==> src/shared/mhpf_defs.svh <==
// Offsets, field positions, reset values and character codes of the pin-function block.
`ifndef MHPF_DEFS_SVH
`define MHPF_DEFS_SVH

`define MHPF_OFS_CLKDIV 8'h00
`define MHPF_OFS_PINMODE 8'h04
`define MHPF_OFS_GPIO_OUT 8'h08
`define MHPF_OFS_GPIO_IN 8'h0c
`define MHPF_OFS_ALERT 8'h10
`define MHPF_OFS_CD_CTRL 8'h14
`define MHPF_OFS_CID_FMT 8'h18
`define MHPF_OFS_MOD_SEL 8'h1c
`define MHPF_OFS_MISC 8'h20
`define MHPF_OFS_STATUS 8'h24

`define MHPF_CLKDIV_RST 5'h07
`define MHPF_PINMODE_RST 8'h00
`define MHPF_BYTE_RST 8'h00
`define MHPF_MODE_W 2
`define MHPF_NPINS 4

`define MHPF_ALERT_CLR_HI 7
`define MHPF_ALERT_CLR_LO 6
`define MHPF_ALERT_CLR_VAL 2'h3
`define MHPF_CDE_BIT 7
`define MHPF_CID_JAPAN 8'h80
`define MHPF_MISC_SER2_EN 0
`define MHPF_MISC_FRAME_END_RECEIVE_FLAG_SEL 1
`define MHPF_MISC_SLEEP 2
`define MHPF_ST_ONLINE 0
`define MHPF_ST_SLEEP 1
`define MHPF_ST_ALERT 2

`define MHPF_EV_TONE 0
`define MHPF_EV_DIALED 1
`define MHPF_EV_RINGBACK 2
`define MHPF_EV_BUSY 3
`define MHPF_EV_NOCARRIER 4
`define MHPF_EV_CONNECT 5
`define MHPF_EV_REVERSAL 6
`define MHPF_EV_MARK 7

`define MHPF_CH_TONE 8'h74
`define MHPF_CH_DIALED 8'h2c
`define MHPF_CH_RINGBACK 8'h72
`define MHPF_CH_BUSY 8'h62
`define MHPF_CH_NOCARRIER 8'h4e
`define MHPF_CH_CONNECT 8'h63
`define MHPF_CH_REVERSAL 8'h66
`define MHPF_CH_MARK 8'h6d

`endif

==> src/shared/mhpf_pkg.sv <==
// Types shared by the pin-function block.
package mhpf_pkg;

  typedef enum logic [1:0] {
    MHPF_DIG_IN = 2'h0,
    MHPF_ANALOG = 2'h1,
    MHPF_DIG_OUT = 2'h2,
    MHPF_SPECIAL = 2'h3
  } mhpf_pin_mode_t;

  typedef enum logic {
    MHPF_OFFLINE = 1'h0,
    MHPF_ONLINE = 1'h1
  } mhpf_state_t;

  typedef struct packed {
    logic read;
    logic write;
    logic [7:0] address;
    logic [31:0] writedata;
    logic [3:0] byteenable;
  } mhpf_avm_req_t;

  typedef struct packed {
    logic [3:0] o;
    logic [3:0] oe;
  } mhpf_pins_t;

  typedef struct packed {
    logic valid;
    logic is_data;
    logic [7:0] byte_val;
  } mhpf_host_byte_t;

endpackage

==> src/design/mhpf_top.sv <==
// Host-side pin functions: clock out, flow control, multi-use pins and result stream.
`include "mhpf_defs.svh"
module mhpf_top
  import mhpf_pkg::*;
(
  // Clock and reset
  input wire logic i_clk,
  input wire logic i_nrst,
  // Register bus
  input wire mhpf_avm_req_t i_avm,
  output logic [31:0] o_avm_readdata,
  output logic o_avm_waitrequest,
  // Multi-use pins, index 0 is pin one
  input wire logic [3:0] i_pins,
  output mhpf_pins_t o_pins,
  output logic [3:0] o_analog_sel,
  // Clock output and flow control
  output logic o_divided_clock_output,
  output logic o_clear_to_send,
  input wire logic i_tx_room,
  // Modem core events and data
  input wire logic [7:0] i_cp_event,
  input wire logic [4:0] i_alert_event,
  input wire logic i_carrier_present,
  input wire logic i_frame_end,
  input wire logic i_ser2_tx_data,
  input wire logic i_modem_rx_valid,
  input wire logic [7:0] i_modem_rx_byte,
  input wire logic i_cid_valid,
  input wire logic [7:0] i_cid_byte,
  // Towards the host serial link and core
  output mhpf_host_byte_t o_host_byte,
  output logic o_secondary_serial_rx,
  output logic o_online,
  output logic o_sleep,
  output logic [7:0] o_modulation_sel
);

  ////////////////////////////////////////////////////////////////////////////////

  logic [4:0] div_r;
  mhpf_pin_mode_t mode_r [`MHPF_NPINS];
  logic [3:0] gpio_out_r;
  logic alert_r;
  logic cde_r;
  logic [7:0] cid_fmt_r;
  logic ser2_en_r;
  logic frame_end_receive_flag_sel_r;
  logic sleep_r;
  mhpf_state_t state_r;
  logic [3:0] pin_lvl;
  logic esc_prev_r;
  logic esc_rise;
  logic wr_take;
  logic alert_clr;
  logic alert_set;
  logic japan;
  logic [8:0] cp_char;
  logic [31:0] rd_nxt;
  mhpf_pins_t pins_nxt;

  function automatic logic wr_hit(input mhpf_avm_req_t req, input logic [7:0] ofs);
    wr_hit = req.write && req.byteenable[0] && (req.address == ofs);
  endfunction

  // Priority decode of progress events into one result character.
  function automatic logic [8:0] event_char(input logic [7:0] ev, input logic jp);
    event_char = 9'h000;
    if (ev[`MHPF_EV_CONNECT]) begin
      event_char = {1'h1, `MHPF_CH_CONNECT};
    end else if (ev[`MHPF_EV_NOCARRIER]) begin
      event_char = {1'h1, `MHPF_CH_NOCARRIER};
    end else if (ev[`MHPF_EV_BUSY]) begin
      event_char = {1'h1, `MHPF_CH_BUSY};
    end else if (ev[`MHPF_EV_RINGBACK]) begin
      event_char = {1'h1, `MHPF_CH_RINGBACK};
    end else if (ev[`MHPF_EV_DIALED]) begin
      event_char = {1'h1, `MHPF_CH_DIALED};
    end else if (ev[`MHPF_EV_TONE]) begin
      event_char = {1'h1, `MHPF_CH_TONE};
    end else if (jp && ev[`MHPF_EV_REVERSAL]) begin
      event_char = {1'h1, `MHPF_CH_REVERSAL};
    end else if (jp && ev[`MHPF_EV_MARK]) begin
      event_char = {1'h1, `MHPF_CH_MARK};
    end
  endfunction

  ////////////////////////////////////////////////////////////////////////////////
  // Pin input synchronisers.

  genvar gi;
  generate
    for (gi = 0; gi < `MHPF_NPINS; gi++) begin : g_sync
      mhpf_pin_sync u_sync (
        .i_clk(i_clk),
        .i_nrst(i_nrst),
        .i_pin(i_pins[gi]),
        .o_level(pin_lvl[gi])
      );
    end
  endgenerate

  ////////////////////////////////////////////////////////////////////////////////
  // Register bus: every access waits exactly one cycle, reads come from a flop.

  assign wr_take = i_avm.write && !o_avm_waitrequest;

  always_ff @(posedge i_clk) begin
    if (!i_nrst) begin
      o_avm_waitrequest <= 1'h1;
      o_avm_readdata <= 32'h00000000;
    end else if ((i_avm.read || i_avm.write) && o_avm_waitrequest) begin
      o_avm_waitrequest <= 1'h0;
      o_avm_readdata <= rd_nxt;
    end else begin
      o_avm_waitrequest <= 1'h1;
    end
  end

  always_comb begin
    rd_nxt = 32'h00000000;
    case (i_avm.address)
      `MHPF_OFS_CLKDIV: rd_nxt[4:0] = div_r;
      `MHPF_OFS_PINMODE: begin
        for (int k = 0; k < `MHPF_NPINS; k++) begin
          rd_nxt[k * `MHPF_MODE_W +: `MHPF_MODE_W] = mode_r[k];
        end
      end
      `MHPF_OFS_GPIO_OUT: rd_nxt[3:0] = gpio_out_r;
      `MHPF_OFS_GPIO_IN: rd_nxt[3:0] = pin_lvl;
      `MHPF_OFS_ALERT: rd_nxt[`MHPF_ST_ALERT] = alert_r;
      `MHPF_OFS_CD_CTRL: rd_nxt[`MHPF_CDE_BIT] = cde_r;
      `MHPF_OFS_CID_FMT: rd_nxt[7:0] = cid_fmt_r;
      `MHPF_OFS_MOD_SEL: rd_nxt[7:0] = o_modulation_sel;
      `MHPF_OFS_MISC: begin
        rd_nxt[`MHPF_MISC_SER2_EN] = ser2_en_r;
        rd_nxt[`MHPF_MISC_FRAME_END_RECEIVE_FLAG_SEL] = frame_end_receive_flag_sel_r;
        rd_nxt[`MHPF_MISC_SLEEP] = sleep_r;
      end
      `MHPF_OFS_STATUS: begin
        rd_nxt[`MHPF_ST_ONLINE] = (state_r == MHPF_ONLINE);
        rd_nxt[`MHPF_ST_SLEEP] = sleep_r;
        rd_nxt[`MHPF_ST_ALERT] = alert_r;
      end
      default: rd_nxt = 32'h00000000;
    endcase
  end

  ////////////////////////////////////////////////////////////////////////////////
  // Control registers.

  always_ff @(posedge i_clk) begin
    if (!i_nrst) begin
      div_r <= `MHPF_CLKDIV_RST;
      gpio_out_r <= 4'h0;
      cde_r <= 1'h0;
      cid_fmt_r <= `MHPF_BYTE_RST;
      o_modulation_sel <= `MHPF_BYTE_RST;
      ser2_en_r <= 1'h0;
      frame_end_receive_flag_sel_r <= 1'h0;
      sleep_r <= 1'h0;
      for (int k = 0; k < `MHPF_NPINS; k++) begin
        mode_r[k] <= MHPF_DIG_IN;
      end
    end else if (wr_take && i_avm.byteenable[0]) begin
      case (i_avm.address)
        `MHPF_OFS_CLKDIV: div_r <= i_avm.writedata[4:0];
        `MHPF_OFS_PINMODE: begin
          for (int k = 0; k < `MHPF_NPINS; k++) begin
            mode_r[k] <= mhpf_pin_mode_t'(i_avm.writedata[k * `MHPF_MODE_W +: `MHPF_MODE_W]);
          end
        end
        `MHPF_OFS_GPIO_OUT: gpio_out_r <= i_avm.writedata[3:0];
        `MHPF_OFS_CD_CTRL: cde_r <= i_avm.writedata[`MHPF_CDE_BIT];
        `MHPF_OFS_CID_FMT: cid_fmt_r <= i_avm.writedata[7:0];
        `MHPF_OFS_MOD_SEL: o_modulation_sel <= i_avm.writedata[7:0];
        `MHPF_OFS_MISC: begin
          ser2_en_r <= i_avm.writedata[`MHPF_MISC_SER2_EN];
          frame_end_receive_flag_sel_r <= i_avm.writedata[`MHPF_MISC_FRAME_END_RECEIVE_FLAG_SEL];
          sleep_r <= i_avm.writedata[`MHPF_MISC_SLEEP];
        end
        default: ;
      endcase
    end
  end

  ////////////////////////////////////////////////////////////////////////////////
  // Sticky alert: a new event in the clearing cycle keeps the pin high.

  assign alert_clr = wr_take && wr_hit(i_avm, `MHPF_OFS_ALERT)
    && (i_avm.writedata[`MHPF_ALERT_CLR_HI:`MHPF_ALERT_CLR_LO] == `MHPF_ALERT_CLR_VAL);
  assign alert_set = (mode_r[3] == MHPF_SPECIAL) && (state_r == MHPF_ONLINE)
    && (|i_alert_event);

  always_ff @(posedge i_clk) begin
    if (!i_nrst) begin
      alert_r <= 1'h0;
    end else if (alert_set) begin
      alert_r <= 1'h1;
    end else if (alert_clr) begin
      alert_r <= 1'h0;
    end
  end

  ////////////////////////////////////////////////////////////////////////////////
  // Online state and the host result stream.

  assign esc_rise = (mode_r[2] == MHPF_SPECIAL) && pin_lvl[2] && !esc_prev_r;
  assign japan = (cid_fmt_r == `MHPF_CID_JAPAN);
  assign cp_char = event_char(i_cp_event, japan);

  always_ff @(posedge i_clk) begin
    if (!i_nrst) begin
      esc_prev_r <= 1'h0;
    end else begin
      esc_prev_r <= pin_lvl[2];
    end
  end

  always_ff @(posedge i_clk) begin
    if (!i_nrst) begin
      state_r <= MHPF_OFFLINE;
    end else begin
      case (state_r)
        MHPF_OFFLINE: begin
          if (cp_char == {1'h1, `MHPF_CH_CONNECT}) begin
            state_r <= MHPF_ONLINE;
          end
        end
        MHPF_ONLINE: begin
          if (esc_rise) begin
            state_r <= MHPF_OFFLINE;
          end
        end
        default: state_r <= MHPF_OFFLINE;
      endcase
    end
  end

  // Online, only core data pass; progress characters would corrupt the data stream.
  always_ff @(posedge i_clk) begin
    if (!i_nrst) begin
      o_host_byte <= '0;
    end else if (state_r == MHPF_ONLINE) begin
      o_host_byte.valid <= i_modem_rx_valid;
      o_host_byte.is_data <= 1'h1;
      o_host_byte.byte_val <= i_modem_rx_byte;
    end else if (cp_char[8]) begin
      o_host_byte.valid <= 1'h1;
      o_host_byte.is_data <= 1'h0;
      o_host_byte.byte_val <= cp_char[7:0];
    end else begin
      o_host_byte.valid <= i_cid_valid;
      o_host_byte.is_data <= 1'h0;
      o_host_byte.byte_val <= i_cid_byte;
    end
  end

  ////////////////////////////////////////////////////////////////////////////////
  // Pin drivers.

  always_comb begin
    for (int k = 0; k < `MHPF_NPINS; k++) begin
      pins_nxt.oe[k] = (mode_r[k] == MHPF_DIG_OUT);
      pins_nxt.o[k] = gpio_out_r[k];
    end
    if (mode_r[3] == MHPF_SPECIAL) begin
      pins_nxt.oe[3] = 1'h1;
      pins_nxt.o[3] = alert_r;
    end
    if (cde_r) begin
      pins_nxt.oe[1] = 1'h1;
      pins_nxt.o[1] = !i_carrier_present;
    end else if ((mode_r[1] == MHPF_SPECIAL) && ser2_en_r) begin
      pins_nxt.oe[1] = 1'h1;
      pins_nxt.o[1] = i_ser2_tx_data;
    end
    if ((mode_r[0] == MHPF_SPECIAL) && frame_end_receive_flag_sel_r) begin
      pins_nxt.oe[0] = 1'h1;
      pins_nxt.o[0] = i_frame_end;
    end
  end

  always_ff @(posedge i_clk) begin
    if (!i_nrst) begin
      o_pins <= '0;
      o_analog_sel <= 4'h0;
      o_secondary_serial_rx <= 1'h1;
    end else begin
      o_pins <= pins_nxt;
      for (int k = 0; k < `MHPF_NPINS; k++) begin
        o_analog_sel[k] <= (mode_r[k] == MHPF_ANALOG);
      end
      o_secondary_serial_rx <= ((mode_r[0] == MHPF_SPECIAL) && ser2_en_r && !frame_end_receive_flag_sel_r)
        ? pin_lvl[0] : 1'h1;
    end
  end

  ////////////////////////////////////////////////////////////////////////////////
  // Flow control, status outputs and clock output.

  always_ff @(posedge i_clk) begin
    if (!i_nrst) begin
      o_clear_to_send <= 1'h0;
      o_online <= 1'h0;
      o_sleep <= 1'h0;
    end else begin
      // Asleep, nothing can be taken from the serial input.
      o_clear_to_send <= i_tx_room && !sleep_r;
      o_online <= (state_r == MHPF_ONLINE);
      o_sleep <= sleep_r;
    end
  end

  // The one input clock is the whole timing reference, including the clock output.
  mhpf_clkdiv u_clkdiv (
    .i_clk(i_clk),
    .i_nrst(i_nrst),
    .i_div(div_r),
    .o_clk_out(o_divided_clock_output)
  );
endmodule

==> src/design/mhpf_pin_sync.sv <==
// Three-stage synchroniser with agreement filter for one pin input.
module mhpf_pin_sync (
  // Clock and reset
  input wire logic i_clk,
  input wire logic i_nrst,
  // Pin level
  input wire logic i_pin,
  output logic o_level
);

  logic s1_r;
  logic s2_r;
  logic s3_r;

  always_ff @(posedge i_clk) begin
    if (!i_nrst) begin
      s1_r <= 1'h0;
      s2_r <= 1'h0;
      s3_r <= 1'h0;
    end else begin
      s1_r <= i_pin;
      s2_r <= s1_r;
      s3_r <= s2_r;
    end
  end

  // The first stage is left alone; only stages two and three are compared.
  always_ff @(posedge i_clk) begin
    if (!i_nrst) begin
      o_level <= 1'h0;
    end else if (s2_r == s3_r) begin
      o_level <= s3_r;
    end
  end

endmodule

==> src/design/mhpf_clkdiv.sv <==
// Programmable clock output divider with glitch-free reload between non-zero settings.
`include "mhpf_defs.svh"
module mhpf_clkdiv (
  // Clock and reset
  input wire logic i_clk,
  input wire logic i_nrst,
  // Divider setting and clock out
  input wire logic [4:0] i_div,
  output logic o_clk_out
);

  logic [4:0] cnt_r;
  logic [4:0] act_r;
  logic [4:0] cnt_nxt;
  logic [5:0] half;
  logic at_end;

  assign at_end = (cnt_r == act_r);
  assign cnt_nxt = at_end ? 5'h00 : 5'(cnt_r + 5'h01);
  assign half = 6'((6'(act_r) + 6'h01) >> 1);

  // A new setting is taken only at a period end, so no runt pulse appears between non-zero settings.
  always_ff @(posedge i_clk) begin
    if (!i_nrst) begin
      cnt_r <= 5'h00;
      act_r <= `MHPF_CLKDIV_RST;
    end else begin
      cnt_r <= cnt_nxt;
      if (at_end) begin
        act_r <= i_div;
      end
    end
  end

  always_ff @(posedge i_clk) begin
    if (!i_nrst) begin
      o_clk_out <= 1'h0;
    end else begin
      // A setting of zero parks the output low.
      o_clk_out <= (act_r != 5'h00) && (6'(cnt_nxt) < half);
    end
  end
endmodule

==> config.mk <==
export PLATFORM = sky130hd
export DESIGN_NAME = mhpf_top
export DESIGN_NICKNAME = d
export VERILOG_FILES = /design/src/shared/mhpf_pkg.sv /design/src/design/mhpf_top.sv /design/src/design/mhpf_pin_sync.sv /design/src/design/mhpf_clkdiv.sv
export VERILOG_INCLUDE_DIRS = /design/src /design/src/shared
export SDC_FILE = /design/constraint.sdc
export NUM_CORES = 1
export LEC_CHECK = 0
export BUFFER_PORTS_ARGS = -buffer_cell sky130_fd_sc_hd__buf_2
export CAP_MARGIN = 20
export CORE_UTILIZATION = 40
export DETAILED_ROUTE_END_ITERATION = 7
export HOLD_SLACK_MARGIN = 0.06
export PLACE_DENSITY = 0.74
export SYNTH_ARGS = -nofsm -noshare
export SYNTH_HDL_FRONTEND = slang
export SYNTH_SLANG_ARGS = --single-unit
==> constraint.sdc <==
create_clock -name i_clk -period 5.55 [get_ports i_clk]
set_clock_uncertainty 0.15 [all_clocks]
set_input_delay 0.555 -clock i_clk [delete_from_list [all_inputs] [get_ports i_clk]]
set_output_delay 0.555 -clock i_clk [all_outputs]
set_load 0.01 [all_outputs]
Yosys cells after proc, flatten, opt, wreduce, memory -nomap -nowiden
Memories as Yosys holds them, arrays and structs flattened.
Index checks and enable logic that the tools add are counted.
- flip-flop bits (word level): 94
- RAM bits: 8
- input port bits: 87
- output and inout bits: 68
- logic and storage cells: 157
- memories: 1
- add/sub/neg operators: 2
- magnitude comparators: 1
- equal/unequal tests: 29
- multiplexer cells: 40
- bitwise gates (word level): 5
- reductions and logical operators: 37
- memories (memory ; depth ; bits a word ; read ports ; clocked after Yosys merged registers in ; write ports ; RTL line ; text):
    mode_r ; 4 ; 2 ; 4 ; 0 ; 4 ; mhpf_top.sv:42 ; mhpf_pin_mode_t mode_r [`MHPF_NPINS];
- operators by type and width (kind ; count):
    two-way mux 9 bit ; 8
    equality test 8 x 5 -> 1 bit, second input constant ; 4
    two-way mux 10 bit ; 2
    logical AND 1 bit ; 19
    equality test 2 bit, second input constant ; 9
    two-way mux 1 bit ; 18
    equality test 8 x 4 -> 1 bit, second input constant ; 2
    equality test 8 x 6 -> 1 bit, second input constant ; 2
    case mux 2 bit (8 select lines) ; 1
    AND reduction 2 bit ; 7
    equality test 9 bit, second input constant ; 1
    equality test 2 x 1 -> 1 bit, second input constant ; 4
    equality test 8 x 3 -> 1 bit, second input constant ; 1
    equality test 8 bit, second input constant ; 1
    logical NOT 8 bit ; 1
    two-way mux 2 bit ; 4
    case mux 1 bit (4 select lines) ; 2
    case mux 1 bit (8 select lines) ; 1
    adder 5 x 1 -> 6 bit, second input constant ; 1
    case mux 1 bit (6 select lines) ; 1
    case mux 2 bit (3 select lines) ; 1
    adder 5 x 1 -> 5 bit, second input constant ; 1
    equality test 5 bit ; 1
    logical NOT 1 bit ; 5
    11 further kinds ; 17

Logic depth before layout (Yosys ltp)
- depth in word-level cells: 13
- depth in mapped cells: 11
- gate-level depth less buffers: 9

By module
Synthesis repeated with hierarchy kept, for this count alone.
- cells, all modules: 496
- area, all modules: 4723.3 um^2
- by module, submodules not included (module ; times used ; cells each ; area each (um^2) ; sequential area each (um^2)):
    mhpf_top ; 1 ; 381 ; 3515.9 ; 1561.5
    mhpf_clkdiv ; 1 ; 75 ; 742.0 ; 220.2
    mhpf_pin_sync ; 4 ; 10 ; 116.4 ; 80.1

Worst setup path before layout
Ideal clock, no wire load.
- path kind: register -> register
- from: register u_clkdiv.act_r[2]
- to: register u_clkdiv.o_clk_out
- library setup time: 0.086 ns
- arrival: 2.048 ns
- data required time: 5.314 ns
- slack: 3.266 ns
- cell stages (with the launch flop): 12
- path buffers: 2
- period minus slack after synthesis: 2.284 ns
- cell sequence: dfxtp_1 > clkbuf_1 > xnor2_1 > and3_1 > clkbuf_1 > nand2_1 > and2_1 > ha_1 > nor2b_1 > o21ai_0 > a21oi_1 > a211oi_1
- longest elaborated chain between the ends: 4
- elaborated cells on any way between the ends: 6
- those cells by class: 1 x add/sub; 1 x order compare; 1 x eq/ne; 1 x mux; 2 x reduce/logical
- RTL lines (item ; RTL line ; text):
    start, declared ; mhpf_clkdiv.sv:13 ; logic [4:0] act_r;
    start signal, assigned ; mhpf_clkdiv.sv:26 ; act_r <= `MHPF_CLKDIV_RST;
    start signal, assigned ; mhpf_clkdiv.sv:30 ; act_r <= i_div;
    equality test 5 bit ; mhpf_clkdiv.sv:18 ; assign at_end = (cnt_r == act_r);
    two-way mux 5 bit ; mhpf_clkdiv.sv:19 ; assign cnt_nxt = at_end ? 5'h00 : 5'(cnt_r + 5'h01);
    named net u_clkdiv.cnt_nxt[1] ; mhpf_clkdiv.sv:14 ; logic [4:0] cnt_nxt;
    < comparator 5 bit ; mhpf_clkdiv.sv:40 ; o_clk_out <= (act_r != 5'h00) && (6'(cnt_nxt) < half);
    logical AND 1 bit ; mhpf_clkdiv.sv:40 ;
    end signal, assigned ; mhpf_clkdiv.sv:40 ;
    end, declared ; mhpf_clkdiv.sv:9 ; output logic o_clk_out
The timed path passes the listed nets, and every way through them passes these cells.
A chain may end at the register's enable or synchronous reset.

Final worst setup path
- from: input i_avm[38] in the netlist's numbering
- to: register div_r[1]
- longest elaborated chain between the ends: 2
- RTL lines (item ; RTL line ; text):
    start, declared ; mhpf_top.sv:10 ; input wire mhpf_avm_req_t i_avm,
    logical NOT 8 bit ; mhpf_top.sv:166 ; case (i_avm.address)
    AND reduction 2 bit (no line) ; - ;
    end signal, assigned ; mhpf_top.sv:154 ; div_r <= `MHPF_CLKDIV_RST;
    end signal, assigned ; mhpf_top.sv:167 ; `MHPF_OFS_CLKDIV: div_r <= i_avm.writedata[4:0];
    end, declared ; mhpf_top.sv:41 ; logic [4:0] div_r;
No other way between the ends.

==> impl_results.md <==
- Gr usage total: 20.05%
- First-pass GRT wire length: 18180 µm
- Register area share after synthesis: 45.30%
- IO buf count: 103
- DR pass1 iterations: 5
- Yosys reg bits: 101
- Min-Delay Path Class: input port to flip-flop
- Crit. End Element: flip-flop
- Slew margin rel.: 28.42%
- Placement Cell Area: 5145 µm²
- Die width: 109.7 µm
- Delay-heaviest family, CP: simple AND/OR/NAND/NOR gates
- Post-synth top cells: 93 x dfxtp_1, 59 x nor2_1, 39 x mux2i_1, 34 x nand2_1, 28 x nand3_1
- Diodes inserted: 0
- Mapped cell area: 4641 µm²
- Critical Path AT: 2.59 ns
- Layout area overhead: 17.47%
- Htree depth: 3
- Final count of pins violating max slew: 0
- Root Driver: clkbuf_16
- Worst-margin pin slew: 1.064 ns
- Ports: 155
- Most frequent cell after synthesis: dfxtp_1
- Initial cell density of the core: 41.89%
- Iteration-0 DRC Markers: 302
- RePlAce Congestion: 0.8854
- Core Area: 11080 µm²
- Worst Path Max Fanout: 20
- Worst EP required: 5.62 ns
- Reg2reg setup slack: 3.17 ns
- CP Class: input port to flip-flop
- Mean Syn Cell Area: 9.281 µm²
- Total number of vias: 3965
- Post-synth EDFFs: 8
- RSZ-0062 raised after global routing: no
- Initial antenna violation count: 0
- Core Rows: 38
- Synth area leader: dfxtp_1
- Fillers: 1051
- Max-Cap Viols: 0
- Vias in the first global route: 3753
- DRC viols: 0
- CTS Buffer Depth: 2
- CP Buf/Inv Count: 1
- Remaining Overflow, GRT: 0
- F_max: 396.5 MHz
- Final ANT Viol Nets: 0
- Synth top area cells: dfxtp_1 40%, mux2i_1 8.4%, edfxtp_1 5.2%
- Tcrit/Tclk final: 45.44%
- Max IR drop VDD: 159.6 µV
- Largest net degree at the start of global routing: 45
- Startpoint types: input port
- CTS Buf Count: 9
- Layout cells sized above 1: 23.12%
- Yosys Warn Count: 0
- TritonCTS clock tree: built
- Hpwl dp: 8654 µm
- Yosys cell types: 62
- Peak per-stage delay on the critical path: 0.94 ns
- WL per Instance: 15.75 µm
- Async set or reset register ratio after synthesis: 0%
- Die area: 12040 µm²
- Most common flop cell mapped by yosys: dfxtp_1
- Hold_buf cts: 0
- Post-CTS resize count: 0
- # clock sinks: 101
- Post-CTS setup buffer count: 0
- Top-area cell type share of the netlist area: 40.12%
- Final min period: 2.522 ns
- CP cell instances: buf_2 -> nor4_1 -> nand3_1 -> mux2i_1 -> nand2_1
- Final #Nets: 686
- Worst-path clk slew: 0.07 ns
- Final std cell area, no fill: 5451 µm²
- Final wirelength: 11610 µm
- Via-per-instance ratio: 5.380
- Post-synthesis cell count: 500
- Setup-failing EPs final: 0
- Die Y-Extent: 109.7 µm
- Status: complete, no violations
- Static leakage: 2.365 nW
- Fin. Hold Viols: 0
- CP max-delay cell: nor4_1
- Final TNS setup: 0 ns
- Clk_lat worst skew: 0.35 ns
- PD cells: 283.3 nW/µm²
[worst paths after layout]
check / from / depth (start not counted) / to
setup / recovery: i_avm[38] / 5 / div_r[1]$_SDFFE_PN1P_
setup reg to reg: u_clkdiv.act_r[2]$_SDFFE_PN1P_ / 9 / u_clkdiv.o_clk_out$_SDFF_PN0_
hold / removal: i_carrier_present / 2 / o_pins[5]$_SDFF_PN0_
hold reg to reg: g_sync[0].u_sync.s1_r$_SDFF_PN0_ / 1 / g_sync[0].u_sync.s2_r$_SDFF_PN0_
[area by class of cell]
| type | count | area, µm² | share of cell area, % |
|---|---|---|---|
| Clock buffer | 9 | 225.2 | 4.131 |
| Clock inverter | 7 | 81.33 | 1.492 |
| Inverter | 7 | 26.28 | 0.4820 |
| Multi-Input combinational cell | 368 | 2311 | 42.39 |
| Sequential cell | 101 | 2102 | 38.56 |
| Tap cell | 140 | 175.2 | 3.213 |
| Timing Repair Buffer | 105 | 530.5 | 9.731 |
[through the flow]
step | std cells | setup WS, ns | hold WS [ns] | power, mW | util (%)
after detailed placement | 721 | 2.734 | 0.2717 | 0.9108 | 46.44
after floorplan | 523 | 3.266 | 0.2619 | 0.8670 | -
after global routing | 737 | 2.974 | 0.2413 | 1.606 | 49.21
after global placement | 721 | 2.873 | 0.2675 | 0.9067 | 46.44
final | 737 | 3.028 | 0.2425 | 1.544 | 49.21
after CTS | 737 | 3.110 | 0.2314 | 1.557 | 49.21
[power by group]
| group | switching [mW] | leakage, nW | internal, mW |
|---|---|---|---|
| Clock | 0.293 | 0.141 | 0.356 |
| Sequential | 0.0114 | 0.840 | 0.751 |
| Combinational | 0.0827 | 1.38 | 0.0502 |
[metal layers]
layer  track usage, %  share of wire, %  vias to the layer above
li1                 -                 -                     1919
met1            23.18                42                     1870
met2            34.23                49                      153
met3            6.046               6.8                       23
met4            8.667               2.3                        0
met5                0                 0                        -
[registers in the layout, indices dropped and copies added, names as in the netlist, 4 cells and up]
register               count
g_sync.u_sync.s3_r         4
u_clkdiv.cnt_r             5
gpio_out_r                 4
g_sync.u_sync.s1_r         4
o_host_byte               10
o_analog_sel               4
u_clkdiv.act_r             5
o_avm_readdata             8
o_pins                     8
div_r                      5
g_sync.u_sync.o_level      4
cid_fmt_r                  8
o_modulation_sel           8
mode_r                     8
g_sync.u_sync.s2_r         4
[cells by family (layout without fill, tap and decap cells)]
logic type | after synthesis | count (layout) | synth area share [%]
and+or+nand+nor | 204 | 204 | 23.19
DFF | 101 | 101 | 45.30
AOI/OAI and AO/OA | 78 | 78 | 11.08
xor gates and xnor gates | 11 | 11 | 2.076
buffers and inverters | 54 | 128 | 6.767
muxes | 44 | 44 | 9.625
adders and majority gates | 7 | 7 | 1.887
other | 1 | 24 | 0.08081
[cells in the final DEF, fill, tap and decap left out, types with 3 or more instances in the layout]
| master | instances |
|---|---|
| o22ai_1 | 4 |
| mux2_2 | 5 |
| o211ai_1 | 3 |
| clkbuf_16 | 9 |
| xnor2_1 | 7 |
| inv_1 | 7 |
| nand4_1 | 3 |
| nand2_1 | 34 |
| conb_1 | 24 |
| nor4_1 | 4 |
| a31oi_1 | 4 |
| mux2i_1 | 39 |
| and3_1 | 7 |
| clkinvlp_4 | 3 |
| nand3_1 | 28 |
| and2_1 | 26 |
| xor2_1 | 4 |
| nor4b_1 | 3 |
| nor3_1 | 11 |
| a21oi_1 | 19 |
| o21ai_0 | 19 |
| a22oi_1 | 5 |
| ha_1 | 7 |
| nor3b_1 | 4 |
| edfxtp_1 | 8 |
| or3_1 | 3 |
| dfxtp_1 | 93 |
| nor2b_1 | 4 |
| buf_2 | 103 |
| nor2_1 | 59 |
Power figures use the tool's default switching activity.
